## src/pmcb_pkg.sv

```systemverilog
// Constants, field layout and carrier types of the power module command bank
package pmcb_pkg;

    // ---------------------------------------------------------------
    // Command codes
    // ---------------------------------------------------------------
    localparam logic [7:0] CMD_COMM_FAULT  = 8'h7E;
    localparam logic [7:0] CMD_INPUT_VOLTAGE_READING    = 8'h88;
    localparam logic [7:0] CMD_READ_VOUT   = 8'h8B;
    localparam logic [7:0] CMD_OUTPUT_CURRENT_READING   = 8'h8C;
    localparam logic [7:0] CMD_READ_TEMP   = 8'h8D;
    localparam logic [7:0] CMD_MODULE_TYPE = 8'hD0;
    localparam logic [7:0] CMD_VOUT_GAIN   = 8'hD1;
    localparam logic [7:0] CMD_VOUT_OFFSET = 8'hD2;
    localparam logic [7:0] CMD_VIN_GAIN    = 8'hD3;
    localparam logic [7:0] CMD_VIN_OFFSET  = 8'hD4;
    localparam logic [7:0] CMD_IOUT_GAIN   = 8'hD6;
    localparam logic [7:0] CMD_IOUT_OFFSET = 8'hD7;
    localparam logic [7:0] CMD_FW_REV      = 8'hDB;
    localparam logic [7:0] CMD_PIN_CONFIG  = 8'hE0;
    localparam logic [7:0] CMD_ENABLE_LOGIC = 8'hE1;
    localparam logic [7:0] CMD_OK_POLARITY = 8'hE2;
    localparam logic [7:0] CMD_COEF_P      = 8'hE3;
    localparam logic [7:0] CMD_COEF_I      = 8'hE4;
    localparam logic [7:0] CMD_COEF_D      = 8'hE5;
    localparam logic [7:0] CMD_COEF_ALPHA  = 8'hE6;
    localparam logic [7:0] CMD_SERIAL      = 8'hF0;

    // ---------------------------------------------------------------
    // Field positions
    // ---------------------------------------------------------------
    localparam int CML_BAD_CMD_BIT  = 7;
    localparam int CML_BAD_DATA_BIT = 6;
    localparam int CML_CHECKSUM_BIT = 5;
    localparam int TYPE_LOCK_BIT    = 1;
    localparam int TYPE_NAME_LSB    = 2;
    localparam int PIN_ARA_BIT      = 4;
    localparam int LOGIC_AND_BIT    = 1;
    localparam int LOGIC_POL_BIT    = 0;
    localparam int OK_POL_BIT       = 0;
    localparam int EXP_LSB          = 11;

    localparam logic [7:0] CML_SUPPORTED  = 8'hE0;
    localparam logic [3:0] ROLE_ONOFF_OK  = 4'h0;
    localparam logic [3:0] ROLE_TRIM_OK   = 4'h1;
    localparam logic [3:0] ROLE_TRIM_ONOFF = 4'h2;
    localparam logic [7:0] PIN_CFG_MASK   = 8'h1F;
    localparam logic [7:0] LOGIC_MASK     = 8'h03;
    localparam logic [7:0] OK_POL_MASK    = 8'h01;

    // ---------------------------------------------------------------
    // Ranges, exponents and transfer sizes
    // ---------------------------------------------------------------
    localparam logic [15:0] GAIN_MIN     = 16'h1999;
    localparam logic [15:0] GAIN_MAX     = 16'h2666;
    localparam logic [4:0]  EXP_VOUT     = 5'h14;
    localparam logic [4:0]  EXP_VIN      = 5'h1D;
    localparam logic [4:0]  EXP_IOUT     = 5'h1C;
    localparam logic [15:0] ALPHA_MIN    = 16'hFF00;
    localparam logic [15:0] ALPHA_MAX    = 16'h00FF;
    localparam logic [3:0]  BYTES_BYTE   = 4'd1;
    localparam logic [3:0]  BYTES_WORD   = 4'd2;
    localparam logic [3:0]  BYTES_SERIAL = 4'd12;

    // ---------------------------------------------------------------
    // Reset values
    // ---------------------------------------------------------------
    localparam logic [7:0]  CML_RESET       = 8'h00;
    localparam logic        LOCK_RESET      = 1'b1;
    localparam logic [15:0] GAIN_RESET      = 16'h2000;
    localparam logic [15:0] VOUT_OFS_RESET  = 16'hA000;
    localparam logic [15:0] VIN_OFS_RESET   = 16'hE800;
    localparam logic [15:0] IOUT_OFS_RESET  = 16'hE000;
    localparam logic [7:0]  PIN_CFG_RESET   = 8'h00;
    localparam logic [7:0]  LOGIC_RESET     = 8'h00;
    localparam logic [7:0]  OK_POL_RESET    = 8'h01;
    localparam logic [15:0] COEF_RESET      = 16'h0000;
    localparam logic [95:0] SERIAL_RESET    = 96'h0000_0000_0000_0000_0000_0000;

    // ---------------------------------------------------------------
    // Carrier types
    // ---------------------------------------------------------------
    typedef struct packed {
        logic        write;
        logic        checksumBad;
        logic [7:0]  code;
        logic [3:0]  byteCount;
        logic [95:0] data;
    } pmcb_req_t;

    typedef struct packed {
        logic        valid;
        logic        refused;
        logic [3:0]  byteCount;
        logic [95:0] data;
    } pmcb_rsp_t;

    typedef struct packed {
        logic [15:0] inVolt;
        logic [15:0] outVolt;
        logic [15:0] outCurrent;
        logic [15:0] temperature;
    } pmcb_tele_t;

    typedef struct packed {
        logic [15:0] outVoltGain;
        logic [15:0] outVoltOffset;
        logic [15:0] inVoltGain;
        logic [15:0] inVoltOffset;
        logic [15:0] outCurrentGain;
        logic [15:0] outCurrentOffset;
    } pmcb_cal_t;

    typedef struct packed {
        logic [15:0] proportional;
        logic [15:0] integral;
        logic [15:0] differential;
        logic [15:0] alpha;
    } pmcb_loop_t;

endpackage : pmcb_pkg

```

## src/pmcb_command_bank.sv

```systemverilog
// Command register bank with pin-function and enable logic
`timescale 1ns/100ps
`default_nettype none

module pmcb_command_bank #(
    // Arbitrary designation; top bit set marks an isolated unit
    parameter logic [5:0] MODULE_NAME  = 6'b100001,
    // Arbitrary revision, one decimal digit per nibble
    parameter logic [15:0] FW_REVISION = 16'h0100,
    parameter logic        DROOP_OPTION = 1'b0
) (
    // Clock and reset
    input  wire logic                  mclk,
    input  wire logic                  nrst,
    // Decoded command from the bus protocol layer
    input  wire logic                  reqValid,
    input  wire pmcb_pkg::pmcb_req_t   req,
    output pmcb_pkg::pmcb_rsp_t        rsp,
    // Telemetry and status from the converter core
    input  wire pmcb_pkg::pmcb_tele_t  tele,
    input  wire logic                  outputOk,
    input  wire logic                  smbAlertActive,
    // Pins
    input  wire logic                  primaryOnPin,
    input  wire logic                  pinOneIn,
    input  wire logic                  pinTwoIn,
    output logic                       pinTwoOut,
    output logic                       pinTwoOe,
    // Control outputs
    output logic                       trimEnable,
    output logic                       araOnly,
    output logic                       outputEnable,
    output logic                       writeLock,
    output pmcb_pkg::pmcb_cal_t        cal,
    output pmcb_pkg::pmcb_loop_t       loopCoef,
    output logic [95:0]                serialBlock
);
    import pmcb_pkg::*;

    // ---------------------------------------------------------------
    // Storage
    // ---------------------------------------------------------------
    logic [7:0]  commFault_reg;
    logic [7:0]  commFault_next;
    logic        lock_reg;
    pmcb_cal_t   cal_reg;
    logic [7:0]  pinCfg_reg;
    logic [7:0]  enLogic_reg;
    logic [7:0]  okPol_reg;
    pmcb_loop_t  loop_reg;
    logic [95:0] serial_reg;
    pmcb_rsp_t   rsp_reg;

    // ---------------------------------------------------------------
    // Decode
    // ---------------------------------------------------------------
    logic        known;
    logic        writable;
    logic        locked;
    logic        dataOk;
    logic [3:0]  expBytes;
    logic [95:0] rdVal;
    logic [15:0] wrWord;
    logic [7:0]  wrByte;
    logic        gainOk;
    logic [4:0]  wrExp;

    assign wrWord = req.data[15:0];
    assign wrByte = req.data[7:0];
    assign wrExp  = wrWord[EXP_LSB +: 5];
    assign gainOk = (wrWord >= GAIN_MIN) && (wrWord <= GAIN_MAX);

    always_comb
    begin
        known    = 1'b1;
        writable = 1'b1;
        locked   = 1'b0;
        dataOk   = 1'b1;
        expBytes = BYTES_WORD;
        rdVal    = '0;
        if (req.code == CMD_COMM_FAULT)
        begin
            expBytes = BYTES_BYTE;
            rdVal    = {88'h0, commFault_reg};
        end
        else if (req.code == CMD_INPUT_VOLTAGE_READING)
        begin
            writable = 1'b0;
            rdVal    = {80'h0, tele.inVolt};
        end
        else if (req.code == CMD_READ_VOUT)
        begin
            writable = 1'b0;
            rdVal    = {80'h0, tele.outVolt};
        end
        else if (req.code == CMD_OUTPUT_CURRENT_READING)
        begin
            writable = 1'b0;
            rdVal    = {80'h0, tele.outCurrent};
        end
        else if (req.code == CMD_READ_TEMP)
        begin
            writable = 1'b0;
            rdVal    = {80'h0, tele.temperature};
        end
        else if (req.code == CMD_MODULE_TYPE)
        begin
            rdVal = {80'h0, 8'h00, MODULE_NAME, lock_reg, 1'b0};
        end
        else if (req.code == CMD_VOUT_GAIN)
        begin
            locked = lock_reg;
            dataOk = gainOk;
            rdVal  = {80'h0, cal_reg.outVoltGain};
        end
        else if (req.code == CMD_VOUT_OFFSET)
        begin
            locked = lock_reg;
            dataOk = (wrExp == EXP_VOUT);
            rdVal  = {80'h0, cal_reg.outVoltOffset};
        end
        else if (req.code == CMD_VIN_GAIN)
        begin
            locked = lock_reg;
            dataOk = gainOk;
            rdVal  = {80'h0, cal_reg.inVoltGain};
        end
        else if (req.code == CMD_VIN_OFFSET)
        begin
            locked = lock_reg;
            dataOk = (wrExp == EXP_VIN);
            rdVal  = {80'h0, cal_reg.inVoltOffset};
        end
        else if (req.code == CMD_IOUT_GAIN)
        begin
            locked = lock_reg;
            dataOk = gainOk;
            rdVal  = {80'h0, cal_reg.outCurrentGain};
        end
        else if (req.code == CMD_IOUT_OFFSET)
        begin
            locked = lock_reg;
            dataOk = (wrExp == EXP_IOUT);
            rdVal  = {80'h0, cal_reg.outCurrentOffset};
        end
        else if (req.code == CMD_FW_REV)
        begin
            writable = 1'b0;
            rdVal    = {80'h0, FW_REVISION};
        end
        else if (req.code == CMD_PIN_CONFIG)
        begin
            expBytes = BYTES_BYTE;
            // Only the three documented roles; droop builds allow the first only
            dataOk   = DROOP_OPTION ? (wrByte[3:0] == ROLE_ONOFF_OK)
                                    : (wrByte[3:0] <= ROLE_TRIM_ONOFF);
            rdVal    = {88'h0, pinCfg_reg};
        end
        else if (req.code == CMD_ENABLE_LOGIC)
        begin
            expBytes = BYTES_BYTE;
            rdVal    = {88'h0, enLogic_reg};
        end
        else if (req.code == CMD_OK_POLARITY)
        begin
            expBytes = BYTES_BYTE;
            rdVal    = {88'h0, okPol_reg};
        end
        else if (req.code == CMD_COEF_P)
        begin
            rdVal = {80'h0, loop_reg.proportional};
        end
        else if (req.code == CMD_COEF_I)
        begin
            rdVal = {80'h0, loop_reg.integral};
        end
        else if (req.code == CMD_COEF_D)
        begin
            rdVal = {80'h0, loop_reg.differential};
        end
        else if (req.code == CMD_COEF_ALPHA)
        begin
            dataOk = ($signed(wrWord) >= $signed(ALPHA_MIN))
                  && ($signed(wrWord) <= $signed(ALPHA_MAX));
            rdVal  = {80'h0, loop_reg.alpha};
        end
        else if (req.code == CMD_SERIAL)
        begin
            expBytes = BYTES_SERIAL;
            locked   = lock_reg;
            rdVal    = serial_reg;
        end
        else
        begin
            known = 1'b0;
        end
    end

    // ---------------------------------------------------------------
    // Classification of the request
    // ---------------------------------------------------------------
    logic accepted;
    logic badCmd;
    logic badData;
    logic doWrite;

    assign accepted = reqValid && !req.checksumBad;
    assign badCmd   = accepted && (!known || (req.write && !writable));
    assign badData  = accepted && known && req.write && writable
                   && ((req.byteCount != expBytes) || !dataOk || locked);
    assign doWrite  = accepted && known && req.write && writable && !badData;

    // ---------------------------------------------------------------
    // Comm fault byte
    // ---------------------------------------------------------------
    logic [7:0] faultSet;
    logic [7:0] faultClr;

    always_comb
    begin
        faultSet = 8'h00;
        faultSet[CML_BAD_CMD_BIT]  = badCmd;
        faultSet[CML_BAD_DATA_BIT] = badData;
        faultSet[CML_CHECKSUM_BIT] = reqValid && req.checksumBad;
        faultClr = (doWrite && req.code == CMD_COMM_FAULT) ? (wrByte & CML_SUPPORTED) : 8'h00;
        // A fault landing in the clearing cycle survives the clear
        commFault_next = (commFault_reg & ~faultClr) | faultSet;
    end

    always_ff @(posedge mclk or negedge nrst)
    begin
        if (!nrst)
            commFault_reg <= CML_RESET;
        else
            commFault_reg <= commFault_next;
    end

    // ---------------------------------------------------------------
    // Protection, calibration and serial block
    // ---------------------------------------------------------------
    always_ff @(posedge mclk or negedge nrst)
    begin
        if (!nrst)
            lock_reg <= LOCK_RESET;
        else if (doWrite && req.code == CMD_MODULE_TYPE)
            lock_reg <= wrByte[TYPE_LOCK_BIT];
    end

    always_ff @(posedge mclk or negedge nrst)
    begin
        if (!nrst)
        begin
            cal_reg <= '{GAIN_RESET, VOUT_OFS_RESET, GAIN_RESET, VIN_OFS_RESET, GAIN_RESET, IOUT_OFS_RESET};
        end
        else if (doWrite)
        begin
            // Lock and range checks already folded into doWrite
            if (req.code == CMD_VOUT_GAIN)
                cal_reg.outVoltGain <= wrWord;
            else if (req.code == CMD_VOUT_OFFSET)
                cal_reg.outVoltOffset <= wrWord;
            else if (req.code == CMD_VIN_GAIN)
                cal_reg.inVoltGain <= wrWord;
            else if (req.code == CMD_VIN_OFFSET)
                cal_reg.inVoltOffset <= wrWord;
            else if (req.code == CMD_IOUT_GAIN)
                cal_reg.outCurrentGain <= wrWord;
            else if (req.code == CMD_IOUT_OFFSET)
                cal_reg.outCurrentOffset <= wrWord;
        end
    end

    always_ff @(posedge mclk or negedge nrst)
    begin
        if (!nrst)
            serial_reg <= SERIAL_RESET;
        else if (doWrite && req.code == CMD_SERIAL)
            serial_reg <= req.data;
    end

    // ---------------------------------------------------------------
    // Pin and enable configuration
    // ---------------------------------------------------------------
    always_ff @(posedge mclk or negedge nrst)
    begin
        if (!nrst)
        begin
            pinCfg_reg  <= PIN_CFG_RESET;
            enLogic_reg <= LOGIC_RESET;
            okPol_reg   <= OK_POL_RESET;
        end
        else if (doWrite)
        begin
            if (req.code == CMD_PIN_CONFIG)
                pinCfg_reg <= wrByte & PIN_CFG_MASK;
            else if (req.code == CMD_ENABLE_LOGIC)
                enLogic_reg <= wrByte & LOGIC_MASK;
            else if (req.code == CMD_OK_POLARITY)
                okPol_reg <= wrByte & OK_POL_MASK;
        end
    end

    // ---------------------------------------------------------------
    // Compensation coefficients
    // ---------------------------------------------------------------
    always_ff @(posedge mclk or negedge nrst)
    begin
        if (!nrst)
        begin
            loop_reg <= '{COEF_RESET, COEF_RESET, COEF_RESET, COEF_RESET};
        end
        else if (doWrite)
        begin
            if (req.code == CMD_COEF_P)
                loop_reg.proportional <= wrWord;
            else if (req.code == CMD_COEF_I)
                loop_reg.integral <= wrWord;
            else if (req.code == CMD_COEF_D)
                loop_reg.differential <= wrWord;
            else if (req.code == CMD_COEF_ALPHA)
                loop_reg.alpha <= wrWord;
        end
    end

    // ---------------------------------------------------------------
    // Response
    // ---------------------------------------------------------------
    always_ff @(posedge mclk or negedge nrst)
    begin
        if (!nrst)
        begin
            rsp_reg <= '0;
        end
        else
        begin
            rsp_reg.valid     <= reqValid;
            rsp_reg.refused   <= reqValid && (req.checksumBad || badCmd || badData);
            rsp_reg.byteCount <= (accepted && known) ? expBytes : 4'd0;
            // Unknown commands and writes answer with zero data
            rsp_reg.data      <= (accepted && !req.write) ? rdVal : '0;
        end
    end

    // ---------------------------------------------------------------
    // Pin synchronisers
    // ---------------------------------------------------------------
    logic [2:0] pinMeta_reg;
    logic [2:0] pinSync_reg;

    always_ff @(posedge mclk or negedge nrst)
    begin
        if (!nrst)
        begin
            pinMeta_reg <= 3'h0;
            pinSync_reg <= 3'h0;
        end
        else
        begin
            pinMeta_reg <= {primaryOnPin, pinOneIn, pinTwoIn};
            pinSync_reg <= pinMeta_reg;
        end
    end

    // ---------------------------------------------------------------
    // Pin roles, enable combination and output-ok drive
    // ---------------------------------------------------------------
    logic [3:0] role;
    logic       secondaryRaw;
    logic       secondaryOn;
    logic       primaryOn;
    logic       okPinOwned;

    assign role         = pinCfg_reg[3:0];
    assign primaryOn    = pinSync_reg[2];
    // Secondary input lives on pin two only in the trim/onoff role
    assign secondaryRaw = (role == ROLE_TRIM_ONOFF) ? pinSync_reg[0] : pinSync_reg[1];
    assign secondaryOn  = enLogic_reg[LOGIC_POL_BIT] ? secondaryRaw : !secondaryRaw;
    assign okPinOwned   = (role == ROLE_ONOFF_OK) || (role == ROLE_TRIM_OK);

    always_ff @(posedge mclk or negedge nrst)
    begin
        if (!nrst)
        begin
            outputEnable <= 1'b0;
            pinTwoOut    <= 1'b0;
            pinTwoOe     <= 1'b0;
            trimEnable   <= 1'b0;
            araOnly      <= 1'b0;
        end
        else
        begin
            // Trim/ok role has no secondary input, so the AND mode then follows the primary alone
            outputEnable <= primaryOn && (!enLogic_reg[LOGIC_AND_BIT] || role == ROLE_TRIM_OK
                                          || secondaryOn);
            pinTwoOut    <= okPol_reg[OK_POL_BIT] ? outputOk : !outputOk;
            pinTwoOe     <= okPinOwned;
            trimEnable   <= (role == ROLE_TRIM_OK) || (role == ROLE_TRIM_ONOFF);
            araOnly      <= pinCfg_reg[PIN_ARA_BIT] && smbAlertActive;
        end
    end

    assign rsp         = rsp_reg;
    assign writeLock   = lock_reg;
    assign cal         = cal_reg;
    assign loopCoef    = loop_reg;
    assign serialBlock = serial_reg;

endmodule : pmcb_command_bank

`default_nettype wire

```

## config.mk

```make
export PLATFORM = sky130hd
export DESIGN_NAME = pmcb_command_bank
export DESIGN_NICKNAME = d
export VERILOG_FILES = /design/src/pmcb_pkg.sv /design/src/pmcb_command_bank.sv
export SDC_FILE = /design/constraint.sdc
export NUM_CORES = 1
export LEC_CHECK = 0
export BUFFER_PORTS_ARGS = -buffer_cell sky130_fd_sc_hd__buf_2
export CAP_MARGIN = 20
export CORE_AREA = 2 2 214 216
export CTS_BUF_LIST = sky130_fd_sc_hd__clkbuf_8
export DETAILED_ROUTE_END_ITERATION = 10
export DIE_AREA = 0 0 216 218
export SLEW_MARGIN = 25
export SYNTH_ARGS = -nofsm -noshare
export SYNTH_HDL_FRONTEND = slang
export SYNTH_SLANG_ARGS = --single-unit
```

## constraint.sdc

```tcl
create_clock -name mclk -period 2.4 [get_ports mclk]
set_clock_uncertainty 0.05 [all_clocks]
set_input_delay 0.72 -clock mclk [delete_from_list [all_inputs] [get_ports mclk]]
set_output_delay 0.72 -clock mclk [all_outputs]
set_load 0.05 [all_outputs]
```

After elaboration in Yosys (flattened, before gate mapping)
Index checks and enable logic that the tools add are counted.
Cells by class
  $add $sub $neg: 0
  $mul: 0
  div/mod/pow operators: 0
  order comparisons: 5
  eq/ne operators: 27
  shift-type cells: 0
  muxes and demuxes: 123
  bitwise logic cells: 13
  reductions and logical operators: 50
Operators by type and width (number)
  96-bit two-way mux: 22
  8-bit == test, second input constant: 20
  4-bit two-way mux: 22
  1-bit two-way mux: 78
  1-bit logical AND: 18
  16-bit by 13-bit greater-or-equal comparator with 1-bit output, second input constant: 1
  16-bit by 9-bit greater-or-equal comparator with 1-bit output, second input constant: 1
  16-bit by 14-bit <= comparator with 1-bit output, second input constant: 1
  16-bit by 9-bit <= comparator with 1-bit output, second input constant: 1
  5-bit == test, second input constant: 3
  4-bit AND reduction: 3
  1-bit inverter: 10
  5-bit AND reduction: 2
  1-bit zero test: 9
  1-bit logical OR: 9
  3-bit AND reduction: 3
  8-bit bitwise AND: 1
  8-bit by 7-bit == test with 1-bit output, second input constant: 1
  8-bit two-way mux: 1
  8-bit inverter: 1
  8-bit bitwise OR: 1
  7-bit AND reduction: 1
  2-bit AND reduction: 3
  6-bit AND reduction: 1
  5 further kinds: 5
Word-level totals
  bits in registers: 386
  bits in latches: 0
  memory bits (writable): 0
  memory bits (read-only): 0
  input bits: 182
  output and inout port bits: 364
  logic and storage cells: 245
  memories kept: 0

Depth between registers and ports, before layout
  word-level depth: 33
  gate-level depth with buffers: 14
  gate-level depth less buffers: 8

Least setup slack after synthesis
No wires, ideal clock.
  path type: input-to-reg
  start: input port req[101] (netlist bit)
  end: register cal_reg (netlist bit cal[9])
  arrival time: 3.465 ns
  required time: 2.222 ns
  slack: -1.242 ns
  cell stages on the path: 13
  path buffers: 6
  cell sequence: buf_2 > or4_1 > buf_2 > or2_1 > buf_6 > o2111ai_4 > nand4bb_4 > or3_1 > buf_6 > buf_6 > nor2_4 > buf_4 > mux2_1
Between the ends
  cells in the longest elaborated chain, start to end: 29
  elaborated cells on any way between the ends: 133
RTL lines
  start: declaration: RTL line pmcb_command_bank.sv:17  | input wire pmcb_pkg::pmcb_req_t req,
  8-bit == test: RTL line pmcb_command_bank.sv:187  | else if (req.code == CMD_SERIAL)
  4-bit two-way mux or 1-bit two-way mux (tied branches): RTL line pmcb_command_bank.sv:187
  4-bit two-way mux or 1-bit two-way mux (tied branches): RTL line pmcb_command_bank.sv:181  | else if (req.code == CMD_COEF_ALPHA)
  4-bit two-way mux or 1-bit two-way mux (tied branches): RTL line pmcb_command_bank.sv:177  | else if (req.code == CMD_COEF_D)
  4-bit two-way mux or 1-bit two-way mux (tied branches): RTL line pmcb_command_bank.sv:173  | else if (req.code == CMD_COEF_I)
  4-bit two-way mux or 1-bit two-way mux (tied branches): RTL line pmcb_command_bank.sv:169  | else if (req.code == CMD_COEF_P)
  4-bit two-way mux or 1-bit two-way mux (tied branches): RTL line pmcb_command_bank.sv:164  | else if (req.code == CMD_OK_POLARITY)
  4-bit two-way mux or 1-bit two-way mux (tied branches): RTL line pmcb_command_bank.sv:159  | else if (req.code == CMD_ENABLE_LOGIC)
  (+12 left out)
  4-bit two-way mux or 1-bit two-way mux (tied branches): RTL line pmcb_command_bank.sv:86  | else if (req.code == CMD_INPUT_VOLTAGE_READING)
  4-bit two-way mux or 1-bit two-way mux (tied branches): RTL line pmcb_command_bank.sv:81  | if (req.code == CMD_COMM_FAULT)
  4-bit != test or 1-bit logical AND (tied branches): RTL line pmcb_command_bank.sv:210, pmcb_command_bank.sv:209, pmcb_command_bank.sv:211
  1-bit logical OR or 1-bit logical AND (tied branches) (2 in a row): RTL line pmcb_command_bank.sv:210, pmcb_command_bank.sv:209, pmcb_command_bank.sv:211
  1-bit logical AND: RTL line pmcb_command_bank.sv:210  | && ((req.byteCount != expBytes) || !dataOk || locked);
  1-bit zero test: RTL line pmcb_command_bank.sv:211  | assign doWrite = accepted && known && req.write && writable && !badData;
  1-bit logical AND: RTL line pmcb_command_bank.sv:211
  7-bit AND reduction (no line) *
  end signal: assignment: RTL line pmcb_command_bank.sv:253  | cal_reg <= '{GAIN_RESET, VOUT_OFS_RESET, GAIN_RESET, VIN_OFS_RESET, GAIN_RESET, IOUT_OFS_RESET};
  end: declaration: RTL line pmcb_command_bank.sv:46  | pmcb_cal_t cal_reg;
Mark *: on every way between the ends. The rest lies on a longest branch, timed or not.
A chain may end at the register's enable or synchronous reset.

Worst setup path after layout
  start: input port req[101] (netlist bit)
  end: register loop_reg (netlist bit loopCoef[60])
Between the ends
  cells in the longest elaborated chain, start to end: 29
  elaborated cells on any way between the ends: 128
RTL lines
  8-bit == test: RTL line pmcb_command_bank.sv:187
  4-bit two-way mux or 1-bit two-way mux (tied branches): RTL line pmcb_command_bank.sv:187
  4-bit two-way mux or 1-bit two-way mux (tied branches): RTL line pmcb_command_bank.sv:181
  4-bit two-way mux or 1-bit two-way mux (tied branches): RTL line pmcb_command_bank.sv:177
  4-bit two-way mux or 1-bit two-way mux (tied branches): RTL line pmcb_command_bank.sv:173
  4-bit two-way mux or 1-bit two-way mux (tied branches): RTL line pmcb_command_bank.sv:169
  4-bit two-way mux or 1-bit two-way mux (tied branches): RTL line pmcb_command_bank.sv:164
  4-bit two-way mux or 1-bit two-way mux (tied branches): RTL line pmcb_command_bank.sv:159
  (+12 left out)
  4-bit two-way mux or 1-bit two-way mux (tied branches): RTL line pmcb_command_bank.sv:86
  4-bit two-way mux or 1-bit two-way mux (tied branches): RTL line pmcb_command_bank.sv:81
  4-bit != test or 1-bit logical AND (tied branches): RTL line pmcb_command_bank.sv:210, pmcb_command_bank.sv:209, pmcb_command_bank.sv:211
  1-bit logical OR or 1-bit logical AND (tied branches) (2 in a row): RTL line pmcb_command_bank.sv:210, pmcb_command_bank.sv:209, pmcb_command_bank.sv:211
  1-bit logical AND: RTL line pmcb_command_bank.sv:210
  1-bit zero test: RTL line pmcb_command_bank.sv:211
  1-bit logical AND: RTL line pmcb_command_bank.sv:211
  2-bit AND reduction (no line) *
  end signal: assignment: RTL line pmcb_command_bank.sv:310  | loop_reg <= '{COEF_RESET, COEF_RESET, COEF_RESET, COEF_RESET};
  end: declaration: RTL line pmcb_command_bank.sv:50  | pmcb_loop_t loop_reg;
Marked as above.

==> metrics <==
Worst-Margin Slew=0.782 ns; Int Pwr=10300 uW; DP Cell Count=2598; Initial DRT Pass Iterations=5; Yosys cell types=73; final worst setup slack=-0.492 ns; Final #Nets=2273; Non-Filler Instances=2744; Register Area=0.00953 mm^2; Top FF cell, synth=dfrtp_1; initial antenna violation count=7; crit-path max cell delay=0.44 ns; IO Port Bufs=545; Crit path arrival time=3.38 ns; Sw Ratio=0.247; WP data required=2.89 ns; Clock Tree Buf Depth=3; RSZ-0062 raised after global routing=yes; Static Leak=0.0134 uW; Avg WL per Cell=25.7 um; failing checks=setup timing; largest net degree at the start of global routing=84; vias in the first global route=15.4k; R2R setup slack=0.19 ns; Layout area overhead=50.1%; synth warn=0; Cell Area, Synth=0.0164 mm^2; sequential fraction of the synthesis area=0.581; GRT overflow=0; Final Max Tran Viols=0; Placeable Area=0.0449 mm^2; Skew-Pair Late Insertion Delay=0.65 ns; die area=0.0471 mm^2; footprint of the multi-input gates=0.00760 mm^2; Post-Route WL=70400 um; worst path bufs/invs=7; worst hold-check path type=in2reg; Seq pwr share=0.472; setup violators final=277; final critical-path share of the clock period=1.20; NetSw=3370 uW; WS Path Type=in2reg; Worst path slowest cell=or3_4; synthesized instance count=1315; chip height=218 um; Slew HR=0.478; worst hold margin=0.146 ns; first-pass GRT wire length=102000 um; Final Util=0.549; All-Layer GR Usage=0.295; Post-Syn Nets=1497; CTS Buf Count=68; Placed Area=0.0219 mm^2; clk root buf=clkbuf_8; Worst-path clk slew=0.06 ns; fmax=346 MHz; CTS tree=done; die width=216 um; initial DRC count=1167; number of synthesized flops with an enable pin=0; outcome=finished, violations left; PD cells=553 mW/mm^2; Clk pwr share=0.462; dpl hpwl=53200 um; setup TNS=-102.77 ns; DRT antenna net count=0; Avg Cell Area, Syn=12.5 um^2; Comb power frac=0.066; delay-heaviest family, CP=buffers and inverters; clock sink total=380; Layout Cell Area excl Fill=0.0246 mm^2; Yosys reg bits=380; Final Hold Vio Count=0; Via density=5.39; fin crit period=2.89 ns; crit path capture type=register; Top Ports=546; critical path peak fanout=14; H-tree depth=3; Vias=14.8k; row cnt=78; critical path launch point type=input pin; Max IR drop VDD=0.348 mV; Max-Cap Viols=0; Filler cells=3972; drt drc=0; gpl congestion=0.981; fraction of layout cells with a size suffix above 1=0.591; critical-path cell list=buf_8 -> buf_12 -> buf_12 -> buf_4 -> o21ai_0 -> o21ai_0 -> a32o_2 -> or3_4 -> buf_6 -> nor3_4 -> buf_4 -> buf_8 -> mux2_2; max reg flops=101; asr flop ratio synth=1.00; Starting Density=0.366
-- power by group through the flow --
stage | clock network [uW] | logic (uW) | registers [uW]
2_1_floorplan | 0 | 219 | 6570
3_3_place_gp | 0 | 825 | 6550
3_5_place_dp | 0 | 830 | 6550
4_1_cts | 6430 | 877 | 6430
5_1_grt | 6760 | 955 | 6430
6_report | 6300 | 894 | 6430
-- synth_stat cells (5+ instances only) --
| cell | n | area share |
|---|---|---|
| nand2b_1 | 5 | 0.0019 |
| dfrtp_1 | 366 | 0.56 |
| mux2i_1 | 16 | 0.0098 |
| a221oi_1 | 33 | 0.018 |
| and3_1 | 87 | 0.033 |
| nor2b_1 | 22 | 0.0084 |
| nand2_1 | 59 | 0.013 |
| nor4_1 | 12 | 0.0046 |
| nor2_4 | 8 | 0.0055 |
| nand3_1 | 16 | 0.0049 |
| buf_6 | 7 | 0.0048 |
| o21ai_0 | 54 | 0.016 |
| clkbuf_1 | 61 | 0.014 |
| mux2_2 | 203 | 0.14 |
| buf_1 | 11 | 0.0025 |
| o221ai_1 | 11 | 0.0059 |
| buf_2 | 16 | 0.0049 |
| nor3_1 | 15 | 0.0046 |
| a211oi_1 | 11 | 0.0050 |
| or2_2 | 9 | 0.0034 |
| buf_4 | 9 | 0.0041 |
| nor2_1 | 34 | 0.0078 |
| a31oi_1 | 7 | 0.0027 |
| inv_1 | 27 | 0.0062 |
| a21o_1 | 11 | 0.0050 |
| mux2_1 | 24 | 0.016 |
| nand4_1 | 5 | 0.0019 |
| o311ai_0 | 9 | 0.0048 |
| or3_1 | 6 | 0.0023 |
| a21oi_1 | 39 | 0.012 |
| dfstp_2 | 14 | 0.022 |
| o22ai_1 | 37 | 0.014 |
-- stage by stage --
step,power (uW),worst slack (ns)
floorplan,6790,-1.13
global placement,7370,-1.30
detailed placement,7380,-1.27
CTS,13700,-0.383
global route,14100,-0.541
finish,13600,-0.492
-- final timing paths --
check / cells after the start / startpoint / endpoint
setup / recovery: 13 / req[101] / loopCoef[60]$_DFFE_PN0P_
hold / removal: 1 / primaryOnPin / pinMeta_reg[2]$_DFF_PN0_
setup reg to reg: 7 / writeLock$_DFFE_PN1P_ / loopCoef[60]$_DFFE_PN0P_
hold reg to reg: 0 / pinMeta_reg[2]$_DFF_PN0_ / pinSync_reg[2]$_DFF_PN0_
max in group asynchronous: 4 / nrst / cal[43]$_DFFE_PN1P_
min in group asynchronous: 2 / nrst / serialBlock[59]$_DFFE_PN0P_
-- routing by layer --
layer | up-vias | GRT usage | wire length [um]
met5 | - | 0 | 76
met3 | 157 | 0.0849 | 5490
met4 | 12 | 0.106 | 2730
met2 | 697 | 0.502 | 34500
li1 | 6400 | - | -
met1 | 7525 | 0.356 | 27600
-- area by class of cell --
cell class / instances / area share
Antenna cell: 1 / 0.000102
Tap cell: 600 / 0.0305
Multi-Input combinational cell: 804 / 0.309
Clock buffer: 84 / 0.0469
Sequential cell: 380 / 0.387
Clock inverter: 38 / 0.0102
Timing Repair Buffer: 810 / 0.213
Inverter: 27 / 0.00412
-- cells by family (layout without fill, tap and decap cells) --
kind of cell	count (synthesis)	after routing	synth area share
buffers and inverters	131	959	0.0364
multiplexers	245	245	0.167
other	0	1	0
AO/OA/AOI/OAI	251	251	0.105
flip-flops	380	380	0.581
AND/OR/NAND/NOR	304	304	0.108
XOR/XNOR	4	4	0.00214
-- repair_timing --
action	4_1_cts	5_1_grt
hold buffers	1	0
setup endpoints to repair	284	283
pin swaps	47	15
buffers inserted	25	8
gates cloned	2	0
resized for setup	169	62
hold endpoints to repair	20	0
-- placed cells by master, fill, tap and decap left out, types with 31 or more instances in the layout --
cell type  instances
and3_1            83
mux2_4           133
buf_4            211
a21oi_1           36
buf_2            536
clkbuf_8          84
o21ai_0           41
nand2_1           56
inv_1             52
dfrtp_1          366
nor2_1            31
mux2_2            78
o22ai_1           31
Note: power is estimated with default switching activity, not from simulation.
